===== config.mk =====
export PLATFORM = sky130hd
export DESIGN_NAME = rlc_core
export DESIGN_NICKNAME = d
export VERILOG_FILES = /design/src/rlc_pkg.sv /design/src/rlc_core.sv
export SDC_FILE = /design/constraint.sdc
export NUM_CORES = 1
export LEC_CHECK = 0
export ABC_AREA = 1
export ABC_CLOCK_PERIOD_IN_PS = 3290
export BUFFER_PORTS_ARGS = -buffer_cell sky130_fd_sc_hd__buf_2
export CAP_MARGIN = 10
export CORE_UTILIZATION = 50
export DETAILED_ROUTE_END_ITERATION = 8
export PLACE_DENSITY = 0.77
export SYNTH_ARGS = -nofsm -noshare
export SYNTH_HDL_FRONTEND = slang
export SYNTH_SLANG_ARGS = --single-unit

===== constraint.sdc =====
create_clock -name aclk -period 3.29 [get_ports aclk]
set_clock_uncertainty 0.2 [all_clocks]
set_input_delay 0.4935 -clock aclk [delete_from_list [all_inputs] [get_ports aclk]]
set_output_delay 0.4935 -clock aclk [all_outputs]
set_load 0.05 [all_outputs]

===== src/rlc_pkg.sv =====
package rlc_pkg;

  // Register byte addresses
  localparam logic [7:0] ADDR_CTRL = 8'h00;
  localparam logic [7:0] ADDR_INIT = 8'h04;
  localparam logic [7:0] ADDR_ETH = 8'h08;
  localparam logic [7:0] ADDR_STAT = 8'h0C;
  localparam logic [7:0] ADDR_CNT = 8'h10;

  // Field positions
  localparam int INIT_HFN_LSB = 0;
  localparam int INIT_BFN_LSB = 16;
  localparam int CNT_HFN_LSB = 0;
  localparam int CNT_BFN_LSB = 16;

  // Reset values
  localparam logic [31:0] CTRL_RST = 32'h0000_0000;
  localparam logic [31:0] INIT_RST = 32'h0000_0000;
  localparam logic [5:0] ETH_RST = 6'h00;

  // AXI responses
  localparam logic [1:0] RESP_OKAY = 2'h0;
  localparam logic [1:0] RESP_SLVERR = 2'h2;

  // Timing
  localparam int CLK_PERIOD_PS = 25000;
  localparam int DWELL_NS = 10000;
  localparam int DWELL_CYC = (DWELL_NS * 1000 + CLK_PERIOD_PS - 1) /
                             CLK_PERIOD_PS;
  localparam int FAST_CYC = 4;
  localparam int LOF_NS = 1000;
  localparam int LOF_CYC = (LOF_NS * 1000 + CLK_PERIOD_PS - 1) /
                           CLK_PERIOD_PS;

  // Frame counting
  localparam logic [7:0] HFN_LAST = 8'h95;
  localparam logic [5:0] ETH_PTR_MIN = 6'h14;

  // Start-up status codes
  localparam logic [2:0] STUP_STANDBY = 3'h0;
  localparam logic [2:0] STUP_SYNC = 3'h1;
  localparam logic [2:0] STUP_PROTO = 3'h2;
  localparam logic [2:0] STUP_CM = 3'h3;
  localparam logic [2:0] STUP_VENDOR = 3'h4;
  localparam logic [2:0] STUP_OPER = 3'h5;

  // Slow control rate codes
  localparam logic [2:0] HDLC_NONE = 3'h0;
  localparam logic [2:0] HDLC_240 = 3'h1;
  localparam logic [2:0] HDLC_480 = 3'h2;
  localparam logic [2:0] HDLC_960 = 3'h3;
  localparam logic [2:0] HDLC_1920 = 3'h4;
  localparam logic [2:0] HDLC_2400 = 3'h5;

  typedef enum logic [2:0] {
    ST_STANDBY, ST_SYNC, ST_PROTO, ST_CM, ST_VENDOR, ST_OPER
  } rlc_state_t;

  typedef struct packed {
    logic [9:0] rsvd;
    logic [1:0] serdes_rate;
    logic [1:0] rsvd2;
    logic [1:0] lbr_cap;
    logic [2:0] rsvd3;
    logic [4:0] hdlc_en;
    logic [1:0] rsvd4;
    logic force_idle;
    logic bfn_rst_en;
    logic hfn_rst_en;
    logic cnt_mode;
    logic speedup;
    logic role;
  } rlc_ctrl_t;

  typedef struct packed {
    logic rx_lost;
    logic tx_dis;
    logic [2:0] hdlc;
    logic chg;
    logic [1:0] rate;
    logic [2:0] stup;
  } rlc_stat_t;

endpackage


===== src/rlc_core.sv =====
`timescale 1ns/1ps
// Function
// - Two active-high resets clear transmit and receive subchannel state.
// - Role select 1 means controller node, 0 means radio node.
// - Timer speed-up bit shortens start-up dwell timers.
// - One enable bit per slow control rate, 240 to 2400 kHz.
// - Counter mode low: control words from init values; high: counters.
// - Hyperframe counter loads init while sync and its enable are set.
// - Basic-frame counter loads init while sync and its enable are set.
// - Two-bit cap limits highest negotiated line rate.
// - Force-idle drives start-up machine to standby.
// - Two-bit input gives rate the serializer is set up for.
// - Negotiated line rate shown on two-bit output after start-up.
// - Indicator raised when serializer needs a different rate.
// - Negotiated slow control rate shown on three-bit output.
// - Radio node mode drives active-high transmit disable.
// - Start-up state on three bits, 1 sync through 5 operation.
// - One-bit receive output flags loss of frame.
// - IQ data ports are 64-bit wide in both directions.
// - Control and status are bit-mapped, here through registers.
module rlc_core
  import rlc_pkg::*;
#(
  parameter int IQ_W = 64,
  parameter int DWELL_CYCLES = DWELL_CYC
) (
  input wire logic aclk,
  input wire logic aresetn,
  input wire logic aclk_en,
  input wire logic [7:0] s_axi_awaddr,
  input wire logic s_axi_awvalid,
  output logic s_axi_awready,
  input wire logic [31:0] s_axi_wdata,
  input wire logic [3:0] s_axi_wstrb,
  input wire logic s_axi_wvalid,
  output logic s_axi_wready,
  output logic [1:0] s_axi_bresp,
  output logic s_axi_bvalid,
  input wire logic s_axi_bready,
  input wire logic [7:0] s_axi_araddr,
  input wire logic s_axi_arvalid,
  output logic s_axi_arready,
  output logic [31:0] s_axi_rdata,
  output logic [1:0] s_axi_rresp,
  output logic s_axi_rvalid,
  input wire logic s_axi_rready,
  input wire logic tx_sync,
  input wire logic hyperframe_tick,
  input wire logic link_lock_pin,
  input wire logic tx_fifo_rst,
  input wire logic rx_fifo_rst,
  input wire logic [IQ_W-1:0] tx_iq_data,
  output logic [IQ_W-1:0] link_tx_data,
  input wire logic [IQ_W-1:0] link_rx_data,
  output logic [IQ_W-1:0] rx_iq_data,
  output logic [7:0] ctrl_word_z64,
  output logic [7:0] ctrl_word_z128,
  output logic [7:0] ctrl_word_z192,
  output logic [5:0] tx_eth_ptr,
  output logic [1:0] rate_mode,
  output logic serdes_reconfig,
  output logic [2:0] tx_hdlc_mode,
  output logic tx_disable,
  output logic [2:0] startup_state,
  output logic rx_frame_lost
);

  if (IQ_W != 64 || DWELL_CYCLES < FAST_CYC || DWELL_CYCLES > 65535) begin
    $error("rlc_core: unsupported parameter values");
  end

  function automatic logic [31:0] apply_strb(input logic [31:0] old_v,
      input logic [31:0] new_v, input logic [3:0] strb);
    logic [31:0] res;
    res = old_v;
    for (int i = 0; i < 4; i++) begin
      if (strb[i]) begin
        res[i*8 +: 8] = new_v[i*8 +: 8];
      end
    end
    return res;
  endfunction

  function automatic logic [1:0] rate_min(input logic [1:0] a,
      input logic [1:0] b);
    return (a < b) ? a : b;
  endfunction

  function automatic logic [2:0] stup_code(input rlc_state_t s);
    case (s)
      ST_SYNC: return STUP_SYNC;
      ST_PROTO: return STUP_PROTO;
      ST_CM: return STUP_CM;
      ST_VENDOR: return STUP_VENDOR;
      ST_OPER: return STUP_OPER;
      default: return STUP_STANDBY;
    endcase
  endfunction

  function automatic logic [2:0] hdlc_pick(input logic [4:0] en);
    if (en[4]) return HDLC_2400;
    if (en[3]) return HDLC_1920;
    if (en[2]) return HDLC_960;
    if (en[1]) return HDLC_480;
    if (en[0]) return HDLC_240;
    return HDLC_NONE;
  endfunction

  rlc_ctrl_t ctrl_ff;
  logic [31:0] init_ff;
  logic [5:0] eth_ff;
  rlc_stat_t stat;
  rlc_state_t state_ff;
  rlc_state_t nxt_state;
  logic [15:0] timer_ff;
  logic [15:0] dwell_lim;
  logic lock_meta_ff;
  logic lock_ff;
  logic [15:0] lost_cnt_ff;
  logic lof_ff;
  logic [7:0] hfn_ff;
  logic [11:0] bfn_ff;
  logic [7:0] hfn_init;
  logic [11:0] bfn_init;
  logic [1:0] rate_ff;
  logic chg_ff;
  logic [2:0] hdlc_ff;
  logic txdis_ff;
  logic [7:0] aw_addr_ff;
  logic aw_have_ff;
  logic [31:0] w_data_ff;
  logic [3:0] w_strb_ff;
  logic w_have_ff;
  logic bvalid_ff;
  logic [1:0] bresp_ff;
  logic rvalid_ff;
  logic [31:0] rdata_ff;
  logic [1:0] rresp_ff;
  logic do_write;
  logic [31:0] new_eth;
  logic [7:0] z64_ff;
  logic [7:0] z128_ff;
  logic [7:0] z192_ff;
  logic [IQ_W-1:0] ltx_ff;
  logic [IQ_W-1:0] rxiq_ff;

  assign hfn_init = init_ff[INIT_HFN_LSB +: 8];
  assign bfn_init = init_ff[INIT_BFN_LSB +: 12];

  // AXI4-Lite write channel
  assign s_axi_awready = aclk_en && !aw_have_ff && !bvalid_ff;
  assign s_axi_wready = aclk_en && !w_have_ff && !bvalid_ff;
  assign do_write = aclk_en && aw_have_ff && w_have_ff && !bvalid_ff;
  assign s_axi_bvalid = bvalid_ff;
  assign s_axi_bresp = bresp_ff;

  always_ff @(posedge aclk) begin
    if (!aresetn) begin
      aw_have_ff <= 1'b0;
      aw_addr_ff <= 8'h00;
      w_have_ff <= 1'b0;
      w_data_ff <= 32'h0000_0000;
      w_strb_ff <= 4'h0;
    end else if (aclk_en) begin
      if (s_axi_awvalid && s_axi_awready) begin
        aw_have_ff <= 1'b1;
        aw_addr_ff <= s_axi_awaddr;
      end else if (do_write) begin
        aw_have_ff <= 1'b0;
      end
      if (s_axi_wvalid && s_axi_wready) begin
        w_have_ff <= 1'b1;
        w_data_ff <= s_axi_wdata;
        w_strb_ff <= s_axi_wstrb;
      end else if (do_write) begin
        w_have_ff <= 1'b0;
      end
    end
  end

  always_ff @(posedge aclk) begin
    if (!aresetn) begin
      bvalid_ff <= 1'b0;
      bresp_ff <= RESP_OKAY;
    end else if (aclk_en) begin
      if (do_write) begin
        bvalid_ff <= 1'b1;
        bresp_ff <= (aw_addr_ff == ADDR_CTRL || aw_addr_ff == ADDR_INIT ||
                     aw_addr_ff == ADDR_ETH) ? RESP_OKAY : RESP_SLVERR;
      end else if (s_axi_bready) begin
        bvalid_ff <= 1'b0;
      end
    end
  end

  assign new_eth = apply_strb({26'h0, eth_ff}, w_data_ff, w_strb_ff);

  // Control registers
  always_ff @(posedge aclk) begin
    if (!aresetn) begin
      ctrl_ff <= rlc_ctrl_t'(CTRL_RST);
      init_ff <= INIT_RST;
    end else if (aclk_en && do_write) begin
      if (aw_addr_ff == ADDR_CTRL) begin
        ctrl_ff <= rlc_ctrl_t'(apply_strb(ctrl_ff, w_data_ff, w_strb_ff));
      end
      if (aw_addr_ff == ADDR_INIT) begin
        init_ff <= apply_strb(init_ff, w_data_ff, w_strb_ff);
      end
    end
  end

  // Ethernet pointer, cleared by transmit reset
  always_ff @(posedge aclk) begin
    if (!aresetn) begin
      eth_ff <= ETH_RST;
    end else if (aclk_en) begin
      if (tx_fifo_rst) begin
        eth_ff <= ETH_RST;
      end else if (do_write && aw_addr_ff == ADDR_ETH &&
                   (new_eth[5:0] == 6'h00 ||
                    new_eth[5:0] >= ETH_PTR_MIN)) begin
        eth_ff <= new_eth[5:0];
      end
    end
  end
  assign tx_eth_ptr = eth_ff;

  // AXI4-Lite read channel
  assign s_axi_arready = aclk_en && !rvalid_ff;
  assign s_axi_rvalid = rvalid_ff;
  assign s_axi_rdata = rdata_ff;
  assign s_axi_rresp = rresp_ff;

  always_ff @(posedge aclk) begin
    if (!aresetn) begin
      rvalid_ff <= 1'b0;
      rdata_ff <= 32'h0000_0000;
      rresp_ff <= RESP_OKAY;
    end else if (aclk_en) begin
      if (s_axi_arvalid && s_axi_arready) begin
        rvalid_ff <= 1'b1;
        rresp_ff <= RESP_OKAY;
        case (s_axi_araddr)
          ADDR_CTRL: rdata_ff <= ctrl_ff;
          ADDR_INIT: rdata_ff <= init_ff;
          ADDR_ETH: rdata_ff <= {26'h0, eth_ff};
          ADDR_STAT: rdata_ff <= {21'h0, stat};
          ADDR_CNT: rdata_ff <= {4'h0, bfn_ff, 8'h00, hfn_ff};
          default: begin
            rdata_ff <= 32'h0000_0000;
            rresp_ff <= RESP_SLVERR;
          end
        endcase
      end else if (s_axi_rready) begin
        rvalid_ff <= 1'b0;
      end
    end
  end

  // Link lock pin synchroniser
  always_ff @(posedge aclk) begin
    if (!aresetn) begin
      lock_meta_ff <= 1'b0;
      lock_ff <= 1'b0;
    end else if (aclk_en) begin
      lock_meta_ff <= link_lock_pin;
      lock_ff <= lock_meta_ff;
    end
  end

  // Loss of frame detection
  always_ff @(posedge aclk) begin
    if (!aresetn) begin
      lost_cnt_ff <= 16'h0000;
      lof_ff <= 1'b0;
    end else if (aclk_en) begin
      if (lock_ff) begin
        lost_cnt_ff <= 16'h0000;
        lof_ff <= 1'b0;
      end else if (lost_cnt_ff == 16'(LOF_CYC - 1)) begin
        lof_ff <= 1'b1;
      end else if (rx_fifo_rst) begin
        lost_cnt_ff <= 16'h0000;
        lof_ff <= 1'b0;
      end else begin
        lost_cnt_ff <= lost_cnt_ff + 16'h0001;
      end
    end
  end
  assign rx_frame_lost = lof_ff;

  // Start-up sequence
  assign dwell_lim = ctrl_ff.speedup ? 16'(FAST_CYC - 1) :
                     16'(DWELL_CYCLES - 1);

  always_comb begin
    nxt_state = state_ff;
    if (ctrl_ff.force_idle) begin
      nxt_state = ST_STANDBY;
    end else begin
      case (state_ff)
        ST_STANDBY: nxt_state = ST_SYNC;
        ST_SYNC: begin
          if (lock_ff && timer_ff >= dwell_lim) begin
            nxt_state = ST_PROTO;
          end
        end
        ST_PROTO: nxt_state = lof_ff ? ST_SYNC :
                              (timer_ff >= dwell_lim ? ST_CM : ST_PROTO);
        ST_CM: nxt_state = lof_ff ? ST_SYNC :
                           (timer_ff >= dwell_lim ? ST_VENDOR : ST_CM);
        ST_VENDOR: nxt_state = lof_ff ? ST_SYNC :
                               (timer_ff >= dwell_lim ? ST_OPER : ST_VENDOR);
        ST_OPER: nxt_state = lof_ff ? ST_SYNC : ST_OPER;
        default: nxt_state = ST_STANDBY;
      endcase
    end
  end

  always_ff @(posedge aclk) begin
    if (!aresetn) begin
      state_ff <= ST_STANDBY;
      timer_ff <= 16'h0000;
    end else if (aclk_en) begin
      state_ff <= nxt_state;
      if (nxt_state != state_ff || (state_ff == ST_SYNC && !lock_ff)) begin
        timer_ff <= 16'h0000;
      end else if (timer_ff < dwell_lim) begin
        timer_ff <= timer_ff + 16'h0001;
      end
    end
  end

  // Negotiated rates and transmit disable
  always_ff @(posedge aclk) begin
    if (!aresetn) begin
      rate_ff <= 2'h0;
      chg_ff <= 1'b0;
      hdlc_ff <= HDLC_NONE;
      txdis_ff <= 1'b0;
    end else if (aclk_en) begin
      if (state_ff == ST_VENDOR && nxt_state == ST_OPER) begin
        rate_ff <= rate_min(ctrl_ff.lbr_cap,
                            ctrl_ff.serdes_rate);
      end
      chg_ff <= (state_ff == ST_SYNC) &&
                (ctrl_ff.serdes_rate != ctrl_ff.lbr_cap);
      if (state_ff == ST_STANDBY) begin
        hdlc_ff <= HDLC_NONE;
      end else if (state_ff == ST_CM) begin
        hdlc_ff <= hdlc_pick(ctrl_ff.hdlc_en);
      end
      txdis_ff <= !ctrl_ff.role &&
                  (state_ff == ST_STANDBY || lof_ff);
    end
  end

  assign rate_mode = rate_ff;
  assign serdes_reconfig = chg_ff;
  assign tx_hdlc_mode = hdlc_ff;
  assign tx_disable = txdis_ff;
  assign startup_state = stup_code(state_ff);
  assign stat = '{rx_lost: lof_ff, tx_dis: txdis_ff, hdlc: hdlc_ff,
                  chg: chg_ff, rate: rate_ff, stup: stup_code(state_ff)};

  // Hyperframe and basic-frame counters
  always_ff @(posedge aclk) begin
    if (!aresetn) begin
      hfn_ff <= 8'h00;
      bfn_ff <= 12'h000;
    end else if (aclk_en && ctrl_ff.role && ctrl_ff.cnt_mode) begin
      if (tx_sync && ctrl_ff.hfn_rst_en) begin
        hfn_ff <= hfn_init;
      end else if (hyperframe_tick) begin
        hfn_ff <= (hfn_ff == HFN_LAST) ? 8'h00 : hfn_ff + 8'h01;
      end
      if (tx_sync && ctrl_ff.bfn_rst_en) begin
        bfn_ff <= bfn_init;
      end else if (hyperframe_tick && hfn_ff == HFN_LAST) begin
        bfn_ff <= bfn_ff + 12'h001;
      end
    end
  end

  // Control word sources
  always_ff @(posedge aclk) begin
    if (!aresetn) begin
      z64_ff <= 8'h00;
      z128_ff <= 8'h00;
      z192_ff <= 8'h00;
    end else if (aclk_en && ctrl_ff.role) begin
      if (ctrl_ff.cnt_mode) begin
        z64_ff <= hfn_ff;
        z128_ff <= bfn_ff[7:0];
        z192_ff <= {4'h0, bfn_ff[11:8]};
      end else begin
        z64_ff <= hfn_init;
        z128_ff <= bfn_init[7:0];
        z192_ff <= {4'h0, bfn_init[11:8]};
      end
    end
  end
  assign ctrl_word_z64 = z64_ff;
  assign ctrl_word_z128 = z128_ff;
  assign ctrl_word_z192 = z192_ff;

  // IQ data stages, both 64 bits wide
  always_ff @(posedge aclk) begin
    if (!aresetn) begin
      ltx_ff <= '0;
      rxiq_ff <= '0;
    end else if (aclk_en) begin
      ltx_ff <= txdis_ff ? '0 : tx_iq_data;
      rxiq_ff <= rx_fifo_rst ? '0 : link_rx_data;
    end
  end
  assign link_tx_data = ltx_ff;
  assign rx_iq_data = rxiq_ff;
endmodule


# After elaboration in Yosys (flattened, before gate mapping)
# Cells that the tools add are included.
# totals
regBits,371
inputBits,193
output_inout_bits,210
elab_cells,240
# op_classes
n_addsub,4
magnitude_cmp,4
n_eq_ne,17
mux,95
n_reduce_logical,74
# op_table
cell,n
$pmux 32 s5,1
$mux 64,2
$mux 16,5
$mux 3,22
$mux 1,47
$mux 8,5
$add 16x1->16 const B,2
$reduce_and 2->1,16
$eq 8x4->1 const B,3
$logic_and 1x1->1,24
$mux 12,2
$reduce_and 3->1,8
$mux 6,3
$pmux 3 s6,1
$reduce_bool 2->1,9
$eq 16x6->1 const B,1
$eq 8x3->1 const B,2
$ge 16x9->1,1
$logic_not 8->1,2
$lt 16x9->1,1
$pmux 3 s5,1
$add 12x1->12 const B,1
$eq 3x3->1 const B,3
$mux 9,1
18 further kinds,31

# Logic depth before layout (Yosys ltp)
# Gate-level depths: netlist of the first run.
# depth
depth_word,38
depth_mapped,19
depth_no_buf,18

# Worst setup path after synthesis of the first run
# OpenSTA, ideal clock, no wires.
# synth_timing
path_kind,input-to-reg
startpoint,in aclk_en
endpoint,reg w_data_ff[24]
setup_ns,0.128
t_arrival_ns,2.303
required_ns,2.962
setup_slack_ns,0.659
stages,9
path_buffers,2
cell_sequence,buf_6 -> inv_2 -> nor2_2 -> inv_1 -> nor2_1 -> nand2_1 -> clkbuf_1 -> o21ai_0 -> a21oi_1
# synth_between
elab_chain_len,4
# synth_rtl
element,line_no,text
"start, declared",rlc_core.sv:29,"input wire logic aclk_en,"
$logic_and 1x1->1 (2 in a row),rlc_core.sv:152,assign s_axi_wready = aclk_en && !w_have_ff && !bvalid_ff;
named net s_axi_wready,rlc_core.sv:36,"output logic s_axi_wready,"
$logic_and 1x1->1,rlc_core.sv:171,if (s_axi_wvalid && s_axi_wready) begin
$reduce_and 2->1 (no source line),--,
"end signal, assigned",rlc_core.sv:173,w_data_ff <= s_axi_wdata;
"end, declared",rlc_core.sv:131,logic [31:0] w_data_ff;
# The timed path passes the listed nets, and every way through them passes these cells.
# A chain may end at the register's enable or synchronous reset.

# Worst setup path after layout of the first run
# layout_timing
startpoint,reg ctrl_ff[1] (netlist bit)
endpoint,reg timer_ff[9]
# layout_between
elab_chain_len,10
elab_cells_between_ends,18
classes_between,order compare: 2; eq/ne: 1; mux: 11; reduce/logical: 4
# layout_rtl
element,line_no,text
"start, declared",rlc_core.sv:109,rlc_ctrl_t ctrl_ff;
"start signal, assigned",rlc_core.sv:201,ctrl_ff <= rlc_ctrl_t'(CTRL_RST);
"start signal, assigned",rlc_core.sv:205,"ctrl_ff <= rlc_ctrl_t'(apply_strb(ctrl_ff, w_data_ff, w_strb_ff));"
$mux 9 (*),rlc_core.sv:294,assign dwell_lim = ctrl_ff.speedup ? 16'(FAST_CYC - 1) :
$ge 16x9->1,--,
$mux 1 (tied with other cells),"rlc_core.sv:310, rlc_core.sv:314",
$mux 3 (tied with other cells),rlc_core.sv:313,ST_VENDOR: nxt_state = lof_ff ? ST_SYNC :
$pmux 3 s6,rlc_core.sv:302,case (state_ff)
$mux 3,rlc_core.sv:299,if (ctrl_ff.force_idle) begin
$ne 3x3->1,rlc_core.sv:327,if (nxt_state != state_ff || (state_ff == ST_SYNC && !lock_ff)) begin
$logic_or 1x1->1,rlc_core.sv:327,
$reduce_bool 2->1 (no source line),--,
$reduce_and 2->1 (no source line),--,
"end signal, assigned",rlc_core.sv:330,timer_ff <= timer_ff + 16'h0001;
"end, declared",rlc_core.sv:115,logic [15:0] timer_ff;
# Every way passes the cells marked *; elsewhere a longest branch is shown, timed or not.

==> results of run 1 <==
-- cell type report --
| cell class | instances | area, µm² |
|---|---|---|
| Multi-Input combinational cell | 1356 | 6860 |
| Clock inverter | 11 | 145 |
| Clock buffer | 58 | 1190 |
| Antenna cell | 1 | 2.50 |
| Fill cell | 2674 | 11100 |
| Sequential cell | 365 | 7310 |
| Inverter | 156 | 594 |
| Timing Repair Buffer | 431 | 2300 |
| Tap cell | 390 | 488 |
-- cell usage in the layout, fill, tap and decap left out, types with 15 or more instances in the layout --
cell type and n:
sky130_fd_sc_hd__a211oi_1 36, sky130_fd_sc_hd__a21oi_1 311, sky130_fd_sc_hd__a221oi_1 15, sky130_fd_sc_hd__buf_2 394
sky130_fd_sc_hd__buf_4 32, sky130_fd_sc_hd__clkbuf_16 40, sky130_fd_sc_hd__dfxtp_1 365, sky130_fd_sc_hd__inv_1 140
sky130_fd_sc_hd__nand2_1 359, sky130_fd_sc_hd__nand3_1 175, sky130_fd_sc_hd__nor2_1 128, sky130_fd_sc_hd__nor3_1 18
sky130_fd_sc_hd__o211ai_1 23, sky130_fd_sc_hd__o21ai_0 153
-- registers in the layout (all words and copies together) (netlist names), 2 cells and up --
signal          flops
tx_hdlc_mode        3
w_strb_ff           4
rx_iq_data         64
link_tx_data       64
rate_mode           2
hfn_ff              8
lost_cnt_ff        16
tx_eth_ptr          6
bfn_ff             12
ctrl_word_z128      8
w_data_ff          32
init_ff            32
ctrl_ff            32
state_ff            3
ctrl_word_z64       8
ctrl_word_z192      4
aw_addr_ff          8
timer_ff           16
s_axi_rdata        32
-- where the power goes --
part	leakage (nW)	internal, mW	switching (mW)	total, mW
Sequential	2.97	4.56	0.0880	4.65
Combinational	4.44	0.328	0.889	1.22
Clock	0.664	2.74	1.79	4.53
-- cell usage after synthesis (all sizes together), types with 2 or more instances --
| master | n | area [µm²] |
|---|---|---|
| nor3b | 2 | 15.0 |
| a211oi | 36 | 270 |
| o221ai | 9 | 78.8 |
| nand3b | 4 | 30.0 |
| o211ai | 23 | 173 |
| a22o | 7 | 61.3 |
| a31oi | 2 | 12.5 |
| a41oi | 4 | 35.0 |
| a21oi | 315 | 1590 |
| o21ai | 154 | 771 |
| dfxtp | 365 | 7310 |
| clkbuf | 102 | 383 |
| o2111ai | 3 | 26.3 |
| or2 | 3 | 18.8 |
| nor2 | 135 | 538 |
| nand4 | 12 | 75.1 |
| clkinv | 5 | 20.0 |
| xor2 | 11 | 96.3 |
| nor4 | 7 | 43.8 |
| nor3 | 29 | 206 |
| xnor2 | 3 | 26.3 |
| a221oi | 15 | 131 |
| buf | 37 | 236 |
| ha | 12 | 150 |
| nand3 | 184 | 973 |
| inv | 151 | 567 |
| o22ai | 2 | 12.5 |
| nand2 | 373 | 1460 |
-- repair_timing --
action / 4_1_cts / 5_1_grt
setup endpoints to repair: 0 / 0
endpoints found under the hold margin: 1 / 0
setup buffers: 0 / 0
hold buffers: 1 / 0
-- worst max-delay path, stage by stage (launching register included) --
cell and delay [ns]:
sky130_fd_sc_hd__dfxtp_1 0.45, sky130_fd_sc_hd__ha_1 0.29, sky130_fd_sc_hd__or2_2 0.31, sky130_fd_sc_hd__nand3_2 0.11, sky130_fd_sc_hd__nand2_4 0.09, sky130_fd_sc_hd__nand2_1 0.07
sky130_fd_sc_hd__nand2_1 0.07, sky130_fd_sc_hd__nand3_2 0.09, sky130_fd_sc_hd__nand2_4 0.07, sky130_fd_sc_hd__nor2_8 0.18, sky130_fd_sc_hd__nand3_4 0.23, sky130_fd_sc_hd__nand2_4 0.22
sky130_fd_sc_hd__nand2_1 0.07, sky130_fd_sc_hd__nand2_1 0.06, sky130_fd_sc_hd__nor2_1 0.04
-- path summary, 6_finish.rpt --
kind / startpoint / endpoint / slack (ns) / cells past startpoint
worst max-delay path: ctrl_ff[1] / timer_ff[9] / 0.63 / 14
worst min-delay path: s_axi_awaddr[5] / aw_addr_ff[5] / 0.02 / 3
worst max register to register: ctrl_ff[1] / timer_ff[9] / 0.63 / 14
worst min register to register: timer_ff[10] / timer_ff[10] / 0.24 / 2
-- routing by layer --
layer / track usage (%) / vias up
met3: 8.14 / 98
met2: 47.0 / 685
met1: 41.1 / 7196
met4: 9.23 / 0
met5: 0 / -
li1: - / 7480
-- cell families after synthesis --
| group | synth area share, % |
|---|---|
| xor+xnor | 0.799 |
| simple gates | 21.9 |
| other cells | 0.0244 |
| flops | 47.6 |
| buf+inv | 7.86 |
| compound gates | 20.8 |
| fa+ha+maj | 0.978 |
-- through the flow --
stage	std cells	cell area (µm²)	util [%]	setup WS, ns
floorplan	2016	15400	-	0.659
global placement	2697	17500	58.6	0.752
detailed placement	2697	17500	58.6	0.663
CTS	2767	18900	63.0	0.618
global route	2767	18900	63.0	0.384
finish	2768	18900	63.0	0.625
==> results summary, run 1 <==
The run finished with clean final reports. The clock tree root driver cell is sky130_fd_sc_hd__clkbuf_16. The worst setup path is launched from a flop. The number of instances in the synthesized netlist came out at 2011. The maximum clock frequency came out at 375 MHz. The endpoint arrival time on the critical path came out at 2.89 ns.

The highest fanout seen on the critical path is 15. The die covers 31400 µm². The placed wire-length estimate after detailed placement is 35500 µm. Yosys mapped the design onto 51 distinct sky130hd cell types.

In this run, the number of DRC markers left after iteration 0 of detailed routing was 1622. TritonCTS created 39 clock buffers. Of the cells placed in the final design, the portion with a size suffix greater than 1 is 23.2%. The worst relative slew slack came out at 29.8%.

The I/O pin total came out at 403. Sequential cells were found to cover 47.6% of the synthesized design area. The overall global routing resource usage came out at 30.4%. The final number of max-transition violations came out at 0. The maximum resistive drop on vdd is 0.475 mV. The tool flagged a number of max-cap violations equal to 0. The number of rows in the core area is 63. Dividing the final minimum period by the clock period gives 81.0%.

The count of unresolved DRC violations after routing came out at 0. Yosys mapped a number of flops with a built-in enable equal to 0. The number of nets in the finished design came out at 2554. The power per unit of standard cell area is 551 nW/µm². Relative to the synthesized area, the layout overhead comes to 23.0%. The warning count from the yosys run came out at 0.

In the synthesized netlist the dominant register cell turns out to be sky130_fd_sc_hd__dfxtp_1. The count of cells resized by post-cts repair is 0. The first-pass GRT wire length is 75900 µm. The global-route congestion overflow total came out at 0. The clock latency on the worst-skew pair came out at 0.53 ns. The post-layout total power came out at 10.4 mW. For this configuration, the core starts out at a cell density of 51.2%.

The mean post-synth cell area came out at 7.63 µm². The mapped netlist covers 15300 µm². TritonCTS built the clock tree. The transition time at the pin with the least slew margin is 1.05 ns.

Setup violations remaining at the end of the flow were counted as 0. The path class of the tightest hold or removal check is input pin to flop. Wire segments on met2 add up to 22500 µm in the final route. The width of the chip is 177 µm. The largest net degree at the start of global routing is 124.

The count of final hold-check violations is 0. The die extent in y came out at 177 µm. CTS built an H-tree with a depth of 2. No sink is reached through more buffers than the 3 on the longest clock path. The detail route stage leaves a number of antenna-violating nets equal to 0.

The post-detailed-route via-to-cell ratio is 5.58. In the final routing, the length of wire on met1 measures 21100 µm. After clock tree synthesis, the clock-pin slew on the worst setup and hold paths is 0.06 ns. After synthesis the netlist holds a flip-flop and latch count of 365. The setup path with the least slack is of type flop to flop.

The worst hold slack came out at 0.0220 ns. The total detailed-routing wirelength is 49700 µm. Wire segments on met3 add up to 4780 µm in the final route. Counting every sink on the clock net gives 365.

The accumulated negative setup slack came out at 0 ns. Data on the critical path is required at its endpoint by 3.52 ns. In this run the top signal layer used is met4. The async set or reset register ratio after synthesis came out at 0%. Setup repair after global routing left no endpoint under its margin.

The initial antenna violation count is 0. The leakage power summed over all cells is 8.07 nW. Subtracting the final worst setup slack from the clock period gives 2.66 ns. The vias after detailed routing came out at 15459.

The first TritonRoute pass finished after 6 iterations. The average wire per standard cell came out at 18.0 µm. The number of global-route vias before repair is 14194. The number of buffer cells added on primary ports came out at 396. The placeable core region is 30000 µm². The placer's final routability congestion estimate is 0.932. The critical path capture point type is a flop.
Power figures use the tool's default switching activity.
==> inputs of run 2 (changes only) <==
ABC_CLOCK_PERIOD_IN_PS = 2500   (was 3290)
clock period = 2.5 ns   (was 3.29 ns; I/O delays follow)
==> run 2 against run 1 <==
Cell count rose by 7.2%. Fmax rose by 13%. Register-to-register slack got worse by 0.48 ns. First-iteration DRC count rose by 7.0%. Critical path type unchanged. Sequential share of layout area fell by 3.8 points. Critical endpoint is now timer_ff[5]. Non-clock buffer count rose by 195.
==> results summary, run 2 (same netlist as run 1, synthesis figures left out) <==
The largest net degree at the start of global routing is 89 (was 124). The final instance count without filler cells is 2968 (was 2768). The width of the chip came out at 177 µm (unchanged). The final-layout fill cell count came out at 2307 (was 2674). The biggest cell delay along the critical path came to 0.38 ns (was 0.45 ns). The number of sinks driven by the clock tree is 365 (unchanged). The highest fanout seen on the critical path came out at 7 (was 15). The number of maximum-capacitance violations is 0 (unchanged). The final setup violation count came out at 0 (unchanged). The final critical path time including I/O delays and setup is 2.35 ns (was 2.66 ns). The placer's final routability congestion estimate came out at 0.961 (was 0.932).

The number of nets in the finished design came out at 2749 (was 2554). The initial antenna violation count was 5 (was 0). The clock tree root driver cell is sky130_fd_sc_hd__clkbuf_16 (unchanged). The power per unit of standard cell area is 678 nW/µm² (was 551 nW/µm²). The first-pass GRT wire length is 84800 µm (was 75900 µm). The TritonCTS clock tree is yes (unchanged). The count of unresolved DRC violations after routing is 0 (unchanged). The transition time at the pin with the least slew margin came out at 0.918 ns (was 1.05 ns). The part of the cycle the worst path needs is 94.1% (was 81.0%). The startpoint-to-endpoint class of the critical path is flop to flop (unchanged). The number of buffers on the longest clock path came out at 3 (unchanged). The number of nets still failing antenna checks after routing came out at 0 (unchanged). The number of buffers inserted during clock tree synthesis was 39 (unchanged). The placed wire-length estimate after detailed placement came out at 35200 µm (was 35500 µm).

The type of origin of the critical path is a flop (unchanged). The post-detailed-route via-to-cell ratio is 5.71 (was 5.58). Setup repair after global routing missed its margin: true (was false). The endpoint arrival time on the critical path was 2.56 ns (was 2.89 ns).

The global-route congestion overflow total came to 0 (unchanged). The count of placed standard cells including taps was 2719 (was 2697). The leakage power summed over all cells is 8.95 nW (was 8.07 nW).

The number of rows in the core area is 63 (unchanged). The deepest level of the CTS H-tree is 2 (unchanged). The most frequent standard cell in the layout excluding fill and tap cells was sky130_fd_sc_hd__buf_2 (unchanged). The CTS clock-pin slew for the worst setup and hold paths was 0.06 ns (about the same). The maximum clock frequency is 425 MHz (was 375 MHz). The iteration-0 DRC count of the detailed router came out at 1735 (was 1622). The number of buffer cells added on primary ports is 396 (unchanged). The die extent in y was 177 µm (unchanged). The synthesis-to-layout area growth is 36.6% (was 23.0%). The number of global-route vias before repair came out at 15907 (was 14194).

The I/O pin total was 403 (unchanged). The register cell area after layout came out at 7320 µm² (was 7310 µm²). The number of iterations in the first detailed-routing pass is 5 (was 6). The final number of max-transition violations is 0 (unchanged). The area of combinational cells with multiple inputs is 6920 µm² (was 6860 µm²). The worst relative slew slack was 38.8% (was 29.8%). The number of buffer and inverter stages on the critical path came to 1 (was 0).

The master of the slowest instance on the critical path was sky130_fd_sc_hd__dfxtp_4 (was sky130_fd_sc_hd__dfxtp_1). The utilization after layout is 70.0% (was 63.0%). The required time at the worst-slack endpoint is 2.71 ns (was 3.52 ns). The placeable core region came to 30000 µm² (unchanged).

The total detailed-routing wirelength is 55500 µm (was 49700 µm). Ordered list of cells on the worst path: ha_1 > nand3_1 > nor2_2 > nand3_4 > nand2_4 > nand2_1 > nand2_1 > nand3_2 > nand2_2 > nand2_2 > nand2_4 > nand3_4 > buf_12 > a21oi_1 > nor2_1 (was ha_1 > or2_2 > nand3_2 > nand2_4 > nand2_1 > nand2_1 > nand3_2 > nand2_4 > nor2_8 > nand3_4 > nand2_4 > nand2_1 > nand2_1 > nor2_1). The setup slack of the worst register-to-register path came to 0.15 ns (was 0.63 ns). The vias after detailed routing is 16958 (was 15459). Status: finished clean (unchanged).

The slack of the critical path came to 0.147 ns (was 0.625 ns). The critical path's top delay family was simple AND/OR/NAND/NOR gates (unchanged). The count of final hold-check violations is 0 (unchanged). The average wire per standard cell came out at 18.7 µm (was 18.0 µm). The critical path capture point type is a flop (unchanged). Most used cells in the layout excluding fill and tap cells: sky130_fd_sc_hd__buf_2 (394), sky130_fd_sc_hd__dfxtp_1 (359), sky130_fd_sc_hd__nand2_1 (356) (was sky130_fd_sc_hd__buf_2 (394), sky130_fd_sc_hd__dfxtp_1 (365), sky130_fd_sc_hd__nand2_1 (359)). The initial core utilization is 51.2% (unchanged). The overall global routing resource usage is 34.0% (was 30.4%).

The overall die area is 31400 µm² (unchanged). The maximum resistive drop on vdd was 0.527 mV (was 0.475 mV). The class of the most critical hold timing path is input pin to flop (unchanged).

The pre-CTS setup slack is 0.0641 ns (was 0.663 ns). The fraction of layout instances using a drive strength above 1 came out at 23.2% (about the same). The clock latency on the worst-skew pair came to 0.53 ns (about the same).
## run 2: cell types whose count changed in the layout (fill, tap and decap cells not counted), sizes merged, moves of 2 or more
cell,delta
dlygate4sd3,+170
buf,+24
diode,+3
bufinv,+2
inv,+2
## run 2: final cells by class
type	count	area share, %
Clock inverter	15	1.01
Clock buffer	56	5.48
Multi-Input combinational cell	1356	33.0
Tap cell	390	2.33
Sequential cell	365	34.9
Timing Repair Buffer	626	20.4
Inverter	156	2.85
Antenna cell	4	0.0477
## run 2: power by group
group | switching [mW] | total [mW] | internal, mW | leakage, nW
Clock | 2.44 | 6.16 | 3.72 | 0.678
Combinational | 1.27 | 1.92 | 0.652 | 5.30
Sequential | 0.123 | 6.13 | 6.00 | 2.97
## run 2: worst register-to-register path: stages, from the launching register on
cell and delay [ns]:
sky130_fd_sc_hd__dfxtp_4 0.38, sky130_fd_sc_hd__ha_1 0.28, sky130_fd_sc_hd__nand3_1 0.09, sky130_fd_sc_hd__nor2_2 0.14, sky130_fd_sc_hd__nand3_4 0.10, sky130_fd_sc_hd__nand2_4 0.11, sky130_fd_sc_hd__nand2_1 0.05, sky130_fd_sc_hd__nand2_1 0.07
sky130_fd_sc_hd__nand3_2 0.12, sky130_fd_sc_hd__nand2_2 0.09, sky130_fd_sc_hd__nand2_2 0.06, sky130_fd_sc_hd__nand2_4 0.08, sky130_fd_sc_hd__nand3_4 0.11, sky130_fd_sc_hd__buf_12 0.16, sky130_fd_sc_hd__a21oi_1 0.14, sky130_fd_sc_hd__nor2_1 0.07
## run 2: worst paths after layout
kind                startpoint                to  cells past startpoint
setup / recovery    ctrl_ff[1]       timer_ff[5]                     15
hold / removal         aclk_en  link_tx_data[51]                      3
setup reg to reg    ctrl_ff[1]       timer_ff[5]                     15
hold reg to reg   timer_ff[11]      timer_ff[11]                      2
## run 2: timing repair
action	CTS	global route
hold buffers	171	0
endpoints found under the setup margin	0	29
buffers inserted	0	2
hold endpoints to repair	171	0
resized for setup	0	24
## run 2: metrics by stage
step	total power [mW]	instance area [µm²]	hold WS, ns	TNS, ns
2_1_floorplan	7.33	15400	0.217	0
3_3_place_gp	7.84	17800	0.227	0
3_5_place_dp	7.86	17800	0.232	0
4_1_cts	14.1	20800	0.00518	0
5_1_grt	14.6	21000	0.0362	-0.0117
6_report	14.2	21000	0.0245	0
## run 2: metal layers
layer / track usage, % / up-vias / share of wire (%)
met5: 0 / - / 0.023
met4: 16.7 / 2 / 4.9
met3: 8.70 / 223 / 9.7
met2: 53.8 / 958 / 46
met1: 42.9 / 7883 / 39
li1: - / 7892 / -
==> inputs of run 3 (changes only) <==
ABC_CLOCK_PERIOD_IN_PS = 2000   (was 2500)
CORE_UTILIZATION = 48   (was 50)
PLACE_DENSITY = 0.78   (was 0.77)
clock period = 2 ns   (was 2.5 ns; I/O delays follow)
==> run 3 against run 2 <==
The run now ends with negative setup slack left. Non-clock buffer count grew 142. Clock-buffer cell count grew 5. Wire length grew 5.3%. Sequential power grew 25%. Final area grew 7.7%. Worst hold slack lost 0.0091 ns. First-iteration DRC count shrank 9.4%. Utilization grew 1.7 points. Worst setup slack lost 0.50 ns. Critical endpoint is now timer_ff[1].
==> results summary, run 3 (same netlist as run 1, synthesis figures left out) <==
The highest fanout seen on the critical path came to 6 (was 7). The worst hold slack was 0.0153 ns (was 0.0245 ns). The number of buffers on the longest clock path was 3 (unchanged). The count of unresolved DRC violations after routing is 0 (unchanged). The transition time at the pin with the least slew margin came out at 0.524 ns (was 0.918 ns). The die extent in y came out at 181 µm (was 177 µm). The maximum resistive drop on vdd came out at 0.697 mV (was 0.527 mV).

The first-pass GRT wire length came out at 88500 µm (was 84800 µm). The iteration-0 DRC count of the detailed router is 1572 (was 1735). The synthesis-to-layout area growth is 47.1% (was 36.6%). The I/O pin total is 403 (unchanged). The cell repeated most along the worst path is sky130_fd_sc_hd__nand2_2.

The number of global-route vias before repair is 16656 (was 15907). Setup repair after global routing missed its margin: true (unchanged). The global-route congestion overflow total came to 0 (unchanged).

The fraction of layout instances using a drive strength above 1 was 29.6% (was 23.2%). The clock latency on the worst-skew pair was 0.53 ns (about the same). The number of nets in the finished design is 2893 (was 2749). The number of sinks driven by the clock tree came to 365 (unchanged). The number of iterations in the first detailed-routing pass is 6 (was 5). The number of buffer cells added on primary ports came out at 396 (unchanged). The clock tree root driver cell was sky130_fd_sc_hd__clkbuf_16 (unchanged). The width of the chip is 181 µm (was 177 µm). The placed wire-length estimate after detailed placement is 36800 µm (was 35200 µm). The post-route standard cell area excluding fillers came to 22600 µm² (was 21000 µm²).

The power per unit of standard cell area was 786 nW/µm² (was 678 nW/µm²). Most used cells in the layout excluding fill and tap cells: sky130_fd_sc_hd__buf_2 (390), sky130_fd_sc_hd__dfxtp_1 (348), sky130_fd_sc_hd__nand2_1 (346) (was sky130_fd_sc_hd__buf_2 (394), sky130_fd_sc_hd__dfxtp_1 (359), sky130_fd_sc_hd__nand2_1 (356)). The count of placed standard cells including taps is 2835 (was 2719). The final number of max-transition violations came out at 0 (unchanged).

The initial core utilization is 48.8% (was 51.2%). The class of the most critical hold timing path was input pin to flop (unchanged). The post-placement cell area came to 18700 µm² (was 17800 µm²). Ordered list of cells on the worst path: ha_4 > nand2_2 > nor2_2 > nor2_2 > nand2_2 > nand3_4 > nand2_4 > nand2_2 > nand2_2 > nand2_2 > nand2_2 > nand2_4 > nor2_8 > nand3_4 > buf_6 > nand3_2 > nand2_1 > nor2_2 (was ha_1 > nand3_1 > nor2_2 > nand3_4 > nand2_4 > nand2_1 > nand2_1 > nand3_2 > nand2_2 > nand2_2 > nand2_4 > nand3_4 > buf_12 > a21oi_1 > nor2_1). The initial antenna violation count is 6 (was 5). The endpoint arrival time on the critical path came to 2.62 ns (was 2.56 ns). The final instance count without filler cells is 3124 (was 2968).

The overall die area is 32700 µm² (was 31400 µm²). The pre-CTS setup slack is -0.367 ns (was 0.0641 ns). The count of final hold-check violations is 0 (unchanged). The accumulated negative setup slack is -5.39 ns (was 0 ns). The master of the slowest instance on the critical path is sky130_fd_sc_hd__dfxtp_4 (unchanged). The number of nets still failing antenna checks after routing is 0 (unchanged). The number of buffers inserted during clock tree synthesis is 41 (was 39).

The maximum clock frequency came out at 424 MHz (was 425 MHz). The final reports fail on negative setup slack. The leakage power summed over all cells was 9.76 nW (was 8.95 nW).

The placeable core region is 31500 µm² (was 30000 µm²). The vias after detailed routing is 17646 (was 16958). The required time at the worst-slack endpoint is 2.27 ns (was 2.71 ns).

The worst relative slew slack is 65.1% (was 38.8%). Status: finished, violations left (was finished clean). The critical path capture point type is a flop (unchanged). The overall global routing resource usage was 33.5% (was 34.0%).

The biggest cell delay along the critical path is 0.37 ns (was 0.38 ns). The startpoint-to-endpoint class of the critical path was flop to flop (unchanged). The deepest level of the CTS H-tree came out at 2 (unchanged).

The part of the cycle the worst path needs is 118% (was 94.1%). The final setup violation count is 20 (was 0). The slack of the critical path came to -0.358 ns (was 0.147 ns). The total detailed-routing wirelength came out at 58400 µm (was 55500 µm). The utilization after layout came out at 71.7% (was 70.0%). The type of origin of the critical path is a flop (unchanged). The average wire per standard cell came to 18.7 µm (about the same).

The placer's final routability congestion estimate came out at 0.914 (was 0.961). The number of maximum-capacitance violations was 0 (unchanged). The number of rows in the core area came out at 65 (was 63). The largest net degree at the start of global routing is 113 (was 89).

The post-detailed-route via-to-cell ratio is 5.65 (was 5.71). The CTS clock-pin slew for the worst setup and hold paths came out at 0.06 ns (about the same). The TritonCTS clock tree is yes (unchanged). The final critical path time including I/O delays and setup came out at 2.36 ns (was 2.35 ns). The most frequent standard cell in the layout excluding fill and tap cells was sky130_fd_sc_hd__buf_2 (unchanged).

The post-layout total power was 17.7 mW (was 14.2 mW).
## run 3: path summary, 6_finish.rpt
path | start | to | slack [ns] | cells after the start
max | ctrl_ff[1] | timer_ff[1] | -0.36 | 18
min | s_axi_wdata[4] | w_data_ff[4] | 0.02 | 4
max reg2reg | ctrl_ff[1] | timer_ff[1] | -0.36 | 18
min reg2reg | timer_ff[11] | timer_ff[11] | 0.25 | 2
## run 3: worst max-delay path, delay by kind of cell, from the launching register on
| family | cells | cell delay (ns) |
|---|---|---|
| AND/OR/NAND/NOR | 16 | 1.29 |
| buffers and inverters | 1 | 0.16 |
| adder cells (fa/ha/maj) | 1 | 0.28 |
| flip-flops | 1 | 0.37 |
## run 3: cell type report
cell class              instances  area (µm²)
well taps                     402         503
multi-input cells            1356        7260
clock inverters                13         111
flip-flops and latches        365        7340
diodes                          3        7.51
repair buffers                768        5550
fillers                      2340        8890
inverters                     156         599
clock buffers                  61        1210
## run 3: report_power, final
| part | switching [mW] | leakage (nW) | internal (mW) |
|---|---|---|---|
| Clock | 3.06 | 0.643 | 4.33 |
| Combinational | 1.69 | 6.13 | 1.01 |
| Sequential | 0.143 | 2.98 | 7.50 |
| Total | 4.89 | 9.76 | 12.8 |
## run 3: per-layer routing
layer  global-route usage (%)  vias to the layer above  routed length, µm
li1                         -                     8165                  -
met1                     42.7                     8295              23700
met2                     53.0                      948              26500
met3                     8.32                      232               5450
met4                     16.3                        6               2830
met5                        0                        -                 29
## run 3: repair_timing
item / CTS / global route
endpoints found under the setup margin: 39 / 83
buffers inserted: 7 / 23
resized for setup: 55 / 94
gates cloned: 0 / 2
hold buffers: 180 / 0
pin swaps: 20 / 30
endpoints found under the hold margin: 192 / 0
